$ cat src/verilog/tsq_pkg.sv
// Summary of operation
// queue of 31 outcome bytes, oldest read first
// any write pops head, exposes next byte
// bit 1 marks collision after early free
// full queue sets bit 2, transmitter off
// sixteen collisions set bit 3, transmitter stops
// starvation sets bit 4, halts transmitter, buffer
// bit 6 copies frame notify request flag
// bit 7 marks valid outcome byte
// pattern wake allow, gated, ignored in D0
// repeated address wake allow, set at reset
// link change wake allow, gated, ignored D0
// bit 3 selects high wake pin, default
// seen flags set only when allowed
// reading wake register clears seen flags
// bit 7 forces LAN wake mode
// release error stops transmitter, exposes frame tag
// empty read gives zero, empty pop ignored
package tsq_pkg;
  localparam logic [7:0] WAKE_OFS   = 8'h45;
  localparam logic [7:0] QUEUE_OFS  = 8'h46;
  localparam int         QDEPTH     = 31;
  localparam logic [5:0] QCOUNT_MAX = 6'h1f;
  localparam logic [4:0] QPTR_LAST  = 5'h1e;
  localparam logic [7:0] EMPTY_BYTE = 8'h00;
  // outcome byte fields
  localparam int OB_RELEASE = 1;
  localparam int OB_OVF     = 2;
  localparam int OB_EXCESS  = 3;
  localparam int OB_UNDER   = 4;
  localparam int OB_NOTIFY  = 6;
  localparam int OB_DONE    = 7;
  // wake register fields
  localparam int WK_PAT       = 0;
  localparam int WK_ADDR      = 1;
  localparam int WK_LINK      = 2;
  localparam int WK_SENSE     = 3;
  localparam int WK_PAT_SEEN  = 4;
  localparam int WK_ADDR_SEEN = 5;
  localparam int WK_LINK_SEEN = 6;
  localparam int WK_FORCE     = 7;
  localparam logic [7:0] WAKE_RST   = 8'h0a;
  localparam logic [7:0] WAKE_WMASK = 8'h8f;
  localparam logic       TX_ON_RST  = 1'b0;
endpackage

$ cat src/verilog/tsq_regs.sv
`timescale 1ns/1ps
module tsq_regs (
  input  wire logic       i_clk,
  input  wire logic       i_reset,
  input  wire logic [7:0] i_io_addr,
  input  wire logic       i_io_rd,
  input  wire logic       i_io_wr,
  input  wire logic [7:0] i_io_wdata,
  output logic      [7:0] o_io_rdata,
  input  wire logic       i_attempt_end,
  input  wire logic       i_early_free_collision_err,
  input  wire logic       i_excess_collision_abort,
  input  wire logic       i_tx_data_starvation,
  input  wire logic       i_notify_request_flag,
  input  wire logic [7:0] i_frame_tag,
  input  wire logic       i_transmitter_on_set,
  input  wire logic       i_transmitter_clear,
  output logic            o_transmitter_on,
  output logic            o_transmit_buffer_halt,
  output logic      [7:0] o_current_frame_tag,
  input  wire logic       i_pattern_frame_hit,
  input  wire logic       i_addr_repeat_hit,
  input  wire logic       i_link_change,
  input  wire logic       i_pm_event_allow,
  input  wire logic       i_power_d0,
  output logic            o_wake_pin,
  output logic            o_pme_request,
  output logic            o_lan_wake_mode
);
  import tsq_pkg::*;

  function automatic logic hit(input logic [7:0] a, input logic [7:0] ofs);
    hit = (a == ofs);
  endfunction

  function automatic logic [4:0] ptr_inc(input logic [4:0] p);
    ptr_inc = (p == QPTR_LAST) ? 5'h00 : p + 5'h01;
  endfunction

  ////////////////////////////////////////////////////////////////////////////
  // outcome queue
  logic [7:0] mem [QDEPTH];
  logic [7:0] next_mem [QDEPTH];
  logic [4:0] rd_ptr, next_rd_ptr, wr_ptr, next_wr_ptr;
  logic [5:0] count, next_count;
  logic       ovf, next_ovf;
  logic       q_rd, q_wr, wk_rd, wk_wr;
  logic       err_any, push, pop;
  logic [7:0] new_byte, head_byte;

  assign q_rd  = i_io_rd && hit(i_io_addr, QUEUE_OFS);
  assign q_wr  = i_io_wr && hit(i_io_addr, QUEUE_OFS);
  assign wk_rd = i_io_rd && hit(i_io_addr, WAKE_OFS);
  assign wk_wr = i_io_wr && hit(i_io_addr, WAKE_OFS);

  assign err_any = i_early_free_collision_err | i_excess_collision_abort
                 | i_tx_data_starvation;
  // plain successes without a notify request leave no byte behind
  assign push = i_attempt_end && (err_any || i_notify_request_flag)
             && (count != QCOUNT_MAX);
  assign pop  = q_wr && (count != 6'h00);

  always_comb begin
    new_byte             = 8'h00;
    new_byte[OB_RELEASE] = i_early_free_collision_err;
    new_byte[OB_EXCESS]  = i_excess_collision_abort;
    new_byte[OB_UNDER]   = i_tx_data_starvation;
    new_byte[OB_NOTIFY]  = i_notify_request_flag;
    new_byte[OB_DONE]    = 1'b1;
  end

  always_comb begin
    head_byte = EMPTY_BYTE;
    if (count != 6'h00) begin
      head_byte         = mem[rd_ptr];
      head_byte[OB_OVF] = ovf;
    end
  end

  always_comb begin
    next_mem    = mem;
    next_rd_ptr = rd_ptr;
    next_wr_ptr = wr_ptr;
    next_count  = count;
    next_ovf    = ovf;
    if (push) begin
      next_mem[wr_ptr] = new_byte;
      next_wr_ptr      = ptr_inc(wr_ptr);
    end
    if (pop) begin
      next_rd_ptr = ptr_inc(rd_ptr);
    end
    if (push && !pop) begin
      next_count = count + 6'h01;
    end else if (pop && !push) begin
      next_count = count - 6'h01;
    end
    // a clearing write pops a nonempty queue, so no fill can keep the flag set
    if (q_wr) begin
      next_ovf = 1'b0;
    end
    if (push && !pop && (count == QCOUNT_MAX - 6'h01)) begin
      next_ovf = 1'b1;
    end
  end

  always_ff @(posedge i_clk) begin
    if (i_reset) begin
      rd_ptr <= 5'h00;
      wr_ptr <= 5'h00;
      count  <= 6'h00;
      ovf    <= 1'b0;
    end else begin
      rd_ptr <= next_rd_ptr;
      wr_ptr <= next_wr_ptr;
      count  <= next_count;
      ovf    <= next_ovf;
    end
  end

  // payload needs no reset: empty reads never look at it
  always_ff @(posedge i_clk) begin
    mem <= next_mem;
  end

  ////////////////////////////////////////////////////////////////////////////
  // transmitter control
  logic       tx_on, next_tx_on, buf_halt, next_buf_halt;
  logic [7:0] tag, next_tag;
  logic       stop_tx;

  assign stop_tx = next_ovf & ~ovf
                 | i_attempt_end & i_excess_collision_abort
                 | i_attempt_end & i_tx_data_starvation
                 | i_attempt_end & i_early_free_collision_err;

  always_comb begin
    next_tx_on    = tx_on;
    next_buf_halt = buf_halt;
    next_tag      = tag;
    if (i_transmitter_on_set) begin
      next_tx_on = 1'b1;
    end
    // a fault beats a same-cycle enable, so the host must enable again
    if (stop_tx) begin
      next_tx_on = 1'b0;
    end
    if (i_transmitter_clear) begin
      next_buf_halt = 1'b0;
    end
    if (i_attempt_end && i_tx_data_starvation) begin
      next_buf_halt = 1'b1;
    end
    if (i_attempt_end) begin
      next_tag = i_frame_tag;
    end
  end

  always_ff @(posedge i_clk) begin
    if (i_reset) begin
      tx_on    <= TX_ON_RST;
      buf_halt <= 1'b0;
      tag      <= 8'h00;
    end else begin
      tx_on    <= next_tx_on;
      buf_halt <= next_buf_halt;
      tag      <= next_tag;
    end
  end

  assign o_transmitter_on       = tx_on;
  assign o_transmit_buffer_halt = buf_halt;
  assign o_current_frame_tag    = tag;

  ////////////////////////////////////////////////////////////////////////////
  // wake sources
  logic [7:0] wake, next_wake;
  logic       any_seen, wake_active, next_active;

  always_comb begin
    next_wake = wake;
    if (wk_wr) begin
      next_wake = (wake & ~WAKE_WMASK) | (i_io_wdata & WAKE_WMASK);
    end
    if (wk_rd) begin
      next_wake[WK_PAT_SEEN]  = 1'b0;
      next_wake[WK_ADDR_SEEN] = 1'b0;
      next_wake[WK_LINK_SEEN] = 1'b0;
    end
    // set wins over the read clear, so no event is lost
    if (i_pattern_frame_hit && wake[WK_PAT]) begin
      next_wake[WK_PAT_SEEN] = 1'b1;
    end
    if (i_addr_repeat_hit && wake[WK_ADDR]) begin
      next_wake[WK_ADDR_SEEN] = 1'b1;
    end
    if (i_link_change && wake[WK_LINK]) begin
      next_wake[WK_LINK_SEEN] = 1'b1;
    end
  end

  assign any_seen = wake[WK_PAT_SEEN] & wake[WK_PAT]
                  | wake[WK_ADDR_SEEN] & wake[WK_ADDR]
                  | wake[WK_LINK_SEEN] & wake[WK_LINK];
  assign next_active = any_seen
                     & (wake[WK_FORCE] | (i_pm_event_allow & ~i_power_d0));

  always_ff @(posedge i_clk) begin
    if (i_reset) begin
      wake        <= WAKE_RST;
      wake_active <= 1'b0;
    end else begin
      wake        <= next_wake;
      wake_active <= next_active;
    end
  end

  assign o_pme_request   = wake_active;
  assign o_wake_pin      = wake_active ~^ wake[WK_SENSE];
  assign o_lan_wake_mode = wake[WK_FORCE];

  ////////////////////////////////////////////////////////////////////////////
  // read data
  logic [7:0] rdata, next_rdata;

  always_comb begin
    next_rdata = rdata;
    if (q_rd) begin
      next_rdata = head_byte;
    end else if (wk_rd) begin
      next_rdata = wake;
    end
  end

  always_ff @(posedge i_clk) begin
    if (i_reset) begin
      rdata <= 8'h00;
    end else begin
      rdata <= next_rdata;
    end
  end

  assign o_io_rdata = rdata;

  ////////////////////////////////////////////////////////////////////////////
  // checks
  a_empty_read_zero: assert property (@(posedge i_clk) disable iff (i_reset)
    q_rd && count == 6'h00 |=> o_io_rdata == EMPTY_BYTE)
    else $error("empty queue read not zero");
  a_pop_advances: assert property (@(posedge i_clk) disable iff (i_reset)
    q_wr && count != 6'h00 && !push |=> count == $past(count) - 6'h01)
    else $error("write did not pop queue");
  a_push_valid: assert property (@(posedge i_clk) disable iff (i_reset)
    q_rd && count != 6'h00 |=> o_io_rdata[OB_DONE])
    else $error("queued byte lacks done bit");
  a_count_bound: assert property (@(posedge i_clk) disable iff (i_reset)
    count <= QCOUNT_MAX)
    else $error("queue count beyond depth");
  a_empty_pop_hold: assert property (@(posedge i_clk) disable iff (i_reset)
    q_wr && count == 6'h00 && !push |=> count == 6'h00)
    else $error("empty pop changed queue");
  a_ovf_clears: assert property (@(posedge i_clk) disable iff (i_reset)
    q_wr && !push |=> !ovf)
    else $error("queue write left overflow set");
  a_enable_on: assert property (@(posedge i_clk) disable iff (i_reset)
    i_transmitter_on_set && !stop_tx |=> o_transmitter_on)
    else $error("enable pulse ignored");
  a_halt_release: assert property (@(posedge i_clk) disable iff (i_reset)
    i_transmitter_clear && !(i_attempt_end && i_tx_data_starvation)
      |=> !o_transmit_buffer_halt)
    else $error("clear did not release halt");
  a_full_stops_tx: assert property (@(posedge i_clk) disable iff (i_reset)
    $rose(ovf) |-> !o_transmitter_on && count == QCOUNT_MAX)
    else $error("full queue left transmitter on");
  a_excess_stops: assert property (@(posedge i_clk) disable iff (i_reset)
    i_attempt_end && i_excess_collision_abort |=> !o_transmitter_on)
    else $error("excess collisions did not stop");
  a_starve_halts: assert property (@(posedge i_clk) disable iff (i_reset)
    i_attempt_end && i_tx_data_starvation
      |=> !o_transmitter_on && o_transmit_buffer_halt)
    else $error("starvation did not halt");
  a_release_tag: assert property (@(posedge i_clk) disable iff (i_reset)
    i_attempt_end && i_early_free_collision_err
      |=> !o_transmitter_on && o_current_frame_tag == $past(i_frame_tag))
    else $error("release error handling wrong");
  a_read_clears: assert property (@(posedge i_clk) disable iff (i_reset)
    wk_rd && !i_pattern_frame_hit |=> !wake[WK_PAT_SEEN])
    else $error("wake read did not clear flag");
  a_seen_gated: assert property (@(posedge i_clk) disable iff (i_reset)
    !wake[WK_LINK] && !wake[WK_LINK_SEEN] |=> !wake[WK_LINK_SEEN])
    else $error("link flag set while not allowed");
  a_reset_value: assert property (@(posedge i_clk)
    $past(i_reset) && !i_reset |-> wake == WAKE_RST && o_wake_pin == 1'b0)
    else $error("wake register reset value wrong");
  a_d0_blocks: assert property (@(posedge i_clk) disable iff (i_reset)
    i_power_d0 && !wake[WK_FORCE] |=> !o_pme_request)
    else $error("wake raised in D0");
  a_pin_follows: assert property (@(posedge i_clk) disable iff (i_reset)
    wake[WK_SENSE] |-> o_wake_pin == o_pme_request)
    else $error("high sense pin not following wake");
  a_force_wakes: assert property (@(posedge i_clk) disable iff (i_reset)
    wake[WK_FORCE] && wake[WK_LINK] && wake[WK_LINK_SEEN] |=> o_pme_request)
    else $error("forced mode did not wake");
endmodule

$ cat config.mk
export PLATFORM = sky130hd
export DESIGN_NAME = tsq_regs
export DESIGN_NICKNAME = d
export VERILOG_FILES = /design/src/verilog/tsq_pkg.sv /design/src/verilog/tsq_regs.sv
export SDC_FILE = /design/constraint.sdc
export NUM_CORES = 1
export LEC_CHECK = 0
export BUFFER_PORTS_ARGS = -buffer_cell sky130_fd_sc_hd__buf_2
export CORE_MARGIN = 4
export CORE_UTILIZATION = 47
export CTS_CLUSTER_SIZE = 28
export DETAILED_ROUTE_END_ITERATION = 7
export PLACE_DENSITY = 0.72
export SLEW_MARGIN = 0
export SYNTH_ARGS = -nofsm -noshare
export SYNTH_HDL_FRONTEND = slang
export SYNTH_SLANG_ARGS = --single-unit
$ cat constraint.sdc
create_clock -name i_clk -period 3.5 [get_ports i_clk]
set_input_delay 0.7 -clock i_clk [delete_from_list [all_inputs] [get_ports i_clk]]
set_output_delay 0.7 -clock i_clk [all_outputs]
set_load 0.02 [all_outputs]
Word level (Yosys, flattened, before mapping)
Index checks and enable logic that the tools add are counted.

operators by class
  $add $sub $neg = 4
  magnitude comparators = 3
  equal/unequal tests = 6
  multiplexer cells = 22
  bitwise operators = 23
  reduce and logical (&&, ||, !) cells = 26

operators with widths
  kind                                                        number
  bitwise mux 248 bit                                         1
  two-way mux 8 bit                                           6
  binary-select mux 8 bit (select 5 bit)                      1
  demux 8 bit (select 5 bit)                                  1
  == test 8 x 7 -> 1 bit, second input constant               2
  logical AND 1 bit                                           15
  >= comparator 6 bit, second input constant                  2
  two-way mux 6 bit                                           2
  NOT 5 -> 6 bit                                              2
  adder 5 x 1 -> 5 bit, second input constant                 2
  == test 5 bit, second input constant                        2
  two-way mux 5 bit                                           2
  bitwise AND 1 bit                                           9
  nonzero test 3 bit                                          3
  bitwise OR 1 bit                                            8
  bitwise OR 7 x 8 -> 8 bit                                   1
  two-way mux 1 bit                                           7
  two-way mux 7 bit                                           1
  adder 6 x 1 -> 6 bit, second input constant                 1
  == test 6 x 5 -> 1 bit, second input constant               1
  less-than comparator 6 x 1 -> 1 bit, second input constant  1
  != test 6 x 5 -> 1 bit, second input constant               1
  nonzero test 2 bit                                          3
  nonzero test 6 bit                                          1
  7 further kinds                                             9

word-level totals
  flip-flop bits (word level) = 292
  output and inout bits = 21

Longest topological paths before layout
  depth in word-level cells = 13
  mapped depth = 13
  depth with buffers taken out = 12

Worst setup path after synthesis
Ideal clock, no wire load.

  path kind = input -> register
  start = input i_io_addr[5]
  end = register count[5]
  library setup time = 121 ps
  data arrival time = 3147 ps
  data required time = 3379 ps
  setup slack = 232 ps
  stages on the path = 13
  cell sequence = or2_2 > nor2_1 > and4_1 > clkbuf_1 > inv_1 > ha_1 > inv_1 > ha_1 > a21o_1 > a21oi_1 > o21ai_0 > o311ai_0 > mux2_2

on the way
  cells in the longest elaborated chain, start to end = 6
  elaborated cells between the ends (all ways) = 8
  those cells by class = eq/ne: 1; mux: 1; reduce/logical: 6

RTL lines
  item                                                            RTL line         source
  start: declaration                                              tsq_regs.sv:5    input wire logic [7:0] i_io_addr,
  == test 8 x 7 -> 1 bit *                                        tsq_regs.sv:33   hit = (a == ofs);
  logical AND 1 bit *                                             tsq_regs.sv:52   assign q_wr = i_io_wr && hit(i_io_addr, QUEUE_OFS);
  logical AND 1 bit *                                             tsq_regs.sv:61   assign pop = q_wr && (count != 6'h00);
  zero test 1 bit                                                 tsq_regs.sv:93   if (push && !pop) begin
  logical AND 1 bit                                               tsq_regs.sv:93
  two-way mux 6 bit / nonzero test 2 bit (equally long branches)  --
  end signal: assignment                                          tsq_regs.sv:116  count <= next_count;
  end: declaration                                                tsq_regs.sv:45   logic [5:0] count, next_count;

Mark *: on every way between the ends. The rest lies on a longest branch, timed or not.
A chain may end at the register's enable or synchronous reset.

Worst setup path after layout
  start = register count[0]
  end = register count[5]

on the way
  cells in the longest elaborated chain, start to end = 5
  elaborated cells between the ends (all ways) = 13
  those cells by class = add/sub: 2; eq/ne: 1; mux: 2; reduce/logical: 8

RTL lines
  item
  parallel branches: the longest is 5 deep, another holds subtractor 6 x 1 -> 6 bit

Parallel ways; which one is timed is not known. The select of a mux whose other input is x is not followed.

==> results by group <==
Synth
  • Asr flop ratio synth: 0%
  • Yosys warns: 0
  • Seq cells post-synth: between 150 and 200
  • Post-synth EDFFs: 124
  • Synth Instances: slightly below 500
  • Unique cell type count in the Yosys netlist: between 60 and 70
  • Syn Area/Cell: about 15 sq um
  • Post-Syn Nets: 544
  • Top_reg_cell synth: edfxtp_1
  • Post-Syn Area: about 7000 sq um
  • Seq/Total Area, Yosys: a little under two thirds

Clock tree
  • Setup Buffers After CTS: 0
  • Reg clk slew, reported paths: 0.06 ns
  • Clk_lat worst skew: ~0.42 ns
  • Sinks on Clock Net: roughly 170
  • CTS max path bufs: 2
  • Clock Root Buffer: clkbuf_16
  • Resize count post-CTS: 0
  • Hold Buf Count CTS: 0
  • CTS H-tree depth: 4
  • Num CTS Buffers: 17
  • CTS tree: built

GRT
  • First-pass GRT wire length: 23500 microns
  • Gr ovfl total: 0
  • Busiest grt layer: met2
  • Met3 usage: under 10%
  • GR Util met1: between 20% and 30%
  • Grt met2 use: 26.6%
  • GRT Util Overall: about 17%
  • Maximum number of pins on one net before global-route repair: 34
  • Initial antenna violation count: 0
  • Vias in the first global route: about 4300

Detailed routing
  • Antenna-violating nets left: 0
  • Detailed Route WL: ~15000 microns
  • DRT Pass-1 Iters: 6
  • DRT iter0 DRCs: around 340
  • Vias after detailed routing: 4306
  • Via/cell ratio: ~5.7
  • DR DRC count: 0
  • Routed len/inst: 19.2 microns

Run status
  • Outcome: complete, no violations

Power
  • Tot Pwr: roughly 0.0042 W
  • Switch share: 21.4%
  • Peak supply drop: around 0.45 mV
  • Internal Dissipation: about 0.0033 W
  • Clock power frac: 42.1%
  • Flop pwr share: 51.9%
  • Net Switching: 0.000902 W
  • Comb pwr share: 6.0%
  • P per Cell Area: between 500 and 600 nW/um^2
  • Leakage power: about 3 nW

Floorplanning
  • Initial core utilization: 48.8%
  • Die area: 17400 sq um
  • Core area: between 10000 and 15000 sq um
  • Row count: between 40 and 50
  • Die H: between 100 and 150 microns
  • I/O pin count: 61
  • Die X: 132 microns

Cells and area
  • Layout area overhead: 14.8%
  • Most common cell after layout, fill and taps aside: edfxtp_1
  • Area of the multi-input gates: approximately 2400 sq um
  • Register area: about 4600 sq um
  • Layout cells sized above 1: around 22%
  • Layout Nets: 615
  • Finished Cell Area: 8260 sq um
  • Ant diodes: 0
  • Most frequent cells in the layout: edfxtp_1, nor2_1, buf_2, dfxtp_1, mux2i_1
  • Post-Layout Cell Count: around 760
  • Layout fillers: 1148

Placement
  • Routability cong.: around 0.85
  • Dpl cells: about 730
  • Port Buffer Count: 57
  • Dpl ws: between 0.07 and 0.08 ns
  • Dpl hpwl: roughly 9900 microns
  • Dpl cell area: approximately 7700 sq um

Setup path
  • Slowest cell on the critical path: nor4_1
  • Critical path class: reg -> reg
  • Worst Setup Start Kind: flip-flop
  • Worst Path Required: between 3 and 4 ns
  • Crit path DAT: 3.34 ns
  • Crit-path leading delay family: simple AND/OR/NAND/NOR gates
  • Worst path bufs/invs: 3
  • Worst-path maximum fanout: 6
  • Worst setup EP type: flip-flop
  • CP max stage delay: approximately 0.53 ns
  • Crit path cell chain: nor4_1 -> nand2_1 -> and4_1 -> inv_1 -> ha_1 -> inv_1 -> buf_4 -> ha_1 -> a21oi_1 -> o311ai_0 -> mux2_2

Timing
  • Worst Skew: around 0.01 ns
  • Tcrit/Tclk final: between 80 and 90%
  • Fmax: 330 MHz
  • Accumulated negative setup slack: 0 ns
  • Final hold vios: 0
  • Post-route minimum period: approximately 3 ns
  • Slew Viols, Final: 0
  • Setup ws final: 0.465 ns
  • Final setup violation count: 0
  • RSZ-0062 raised after global routing: no
  • Worst relative slew slack: between 40% and 50%
  • Slew @ Worst Pin: 0.846 ns

Min path
  • Hold crit path type: reg -> reg

Run
  • Max Cap Viol: 0
==> through the flow <==
step | util [%] | hold WS, ns
3_5_place_dp | 52.2 | 0.474
6_report | 56.0 | 0.485
4_1_cts | 56.0 | 0.484
5_1_grt | 56.0 | 0.501
3_3_place_gp | 52.2 | 0.458
2_1_floorplan | - | 0.450
==> flip-flops by register name, summed over array words and instances, names as in the netlist <==
name / cells
mem: 124
o_current_frame_tag: 8
o_io_rdata: 8
wake: 8
count: 6
rd_ptr: 5
wr_ptr: 5
o_pme_request: 1
o_transmit_buffer_halt: 1
o_transmitter_on: 1
ovf: 1
==> worst register-to-register path, cell delays in order (launching register included) <==
cell and delay (ns):
dfxtp_1 0.38, nor4_1 0.53, nand2_1 0.14, and4_1 0.22, inv_1 0.06, ha_1 0.15, inv_1 0.10, buf_4 0.16
ha_1 0.32, a21oi_1 0.11, o311ai_0 0.37, mux2_2 0.38
==> power groups by stage <==
| stage | Sequential (W) | Clock (W) | Combinational, W |
|---|---|---|---|
| after CTS | 0.00219 | 0.00180 | 0.000255 |
| after detailed placement | 0.00224 | 0 | 0.000254 |
| final | 0.00219 | 0.00178 | 0.000253 |
| after global routing | 0.00220 | 0.00189 | 0.000283 |
| after floorplan | 0.00224 | 0 | 0.000140 |
| after global placement | 0.00223 | 0 | 0.000244 |
==> per-layer routing <==
metal | share of wire, % | vias to the layer above | routed length (microns)
met5 | 0 | - | 0
met4 | 1.3 | 0 | 190
met3 | 7.6 | 13 | 1100
met2 | 46 | 162 | 6620
met1 | 46 | 2095 | 6610
li1 | - | 2036 | -
==> synth_stat cells (3+ instances only) <==
library cell / instances / area share [%]
edfxtp_1: 124 / 52
nor2_1: 70 / 3.7
dfxtp_1: 44 / 12
mux2i_1: 26 / 3.6
nand2_1: 20 / 1.0
mux4_2: 17 / 5.3
ha_1: 12 / 2.1
mux4_1: 11 / 4.0
o21ai_0: 11 / 0.76
inv_1: 9 / 0.47
a21oi_1: 8 / 0.56
nand3b_1: 8 / 0.83
a211oi_1: 7 / 0.73
clkbuf_1: 7 / 0.37
nand4_1: 7 / 0.61
nor2b_1: 7 / 0.61
xnor2_1: 7 / 0.85
buf_2: 6 / 0.42
nand2b_1: 6 / 0.52
nand3_1: 6 / 0.42
or4_1: 6 / 0.63
and2_1: 5 / 0.43
nor4_1: 5 / 0.43
xor2_1: 5 / 0.61
mux2_2: 4 / 0.63
a22oi_1: 3 / 0.31
buf_4: 3 / 0.31
nor3_1: 3 / 0.21
==> final timing paths <==
kind            start       end  slack, ns  cells after the start
max          count[0]  count[5]       0.47                     11
min               ovf       ovf       0.49                      2
max reg2reg  count[0]  count[5]       0.47                     11
min reg2reg       ovf       ovf       0.49                      2
==> cell type report <==
cell class,count,share of cell area [%]
Tap cell,184,2.79
Sequential cell,168,55.7
Clock inverter,11,1.50
Multi-Input combinational cell,291,29.3
Timing Repair Buffer,74,5.00
Clock buffer,20,5.28
Inverter,10,0.454
==> cell families after synthesis <==
family          Yosys count  synth area share, %
compound gates           53                 5.42
simple gates            155                 10.8
fa+ha+maj                13                 2.36
xor+xnor                 12                 1.46
buf+inv                  32                 2.43
flops                   168                 64.0
mux                      58                 13.6
Note: power is estimated with default switching activity, not from simulation.
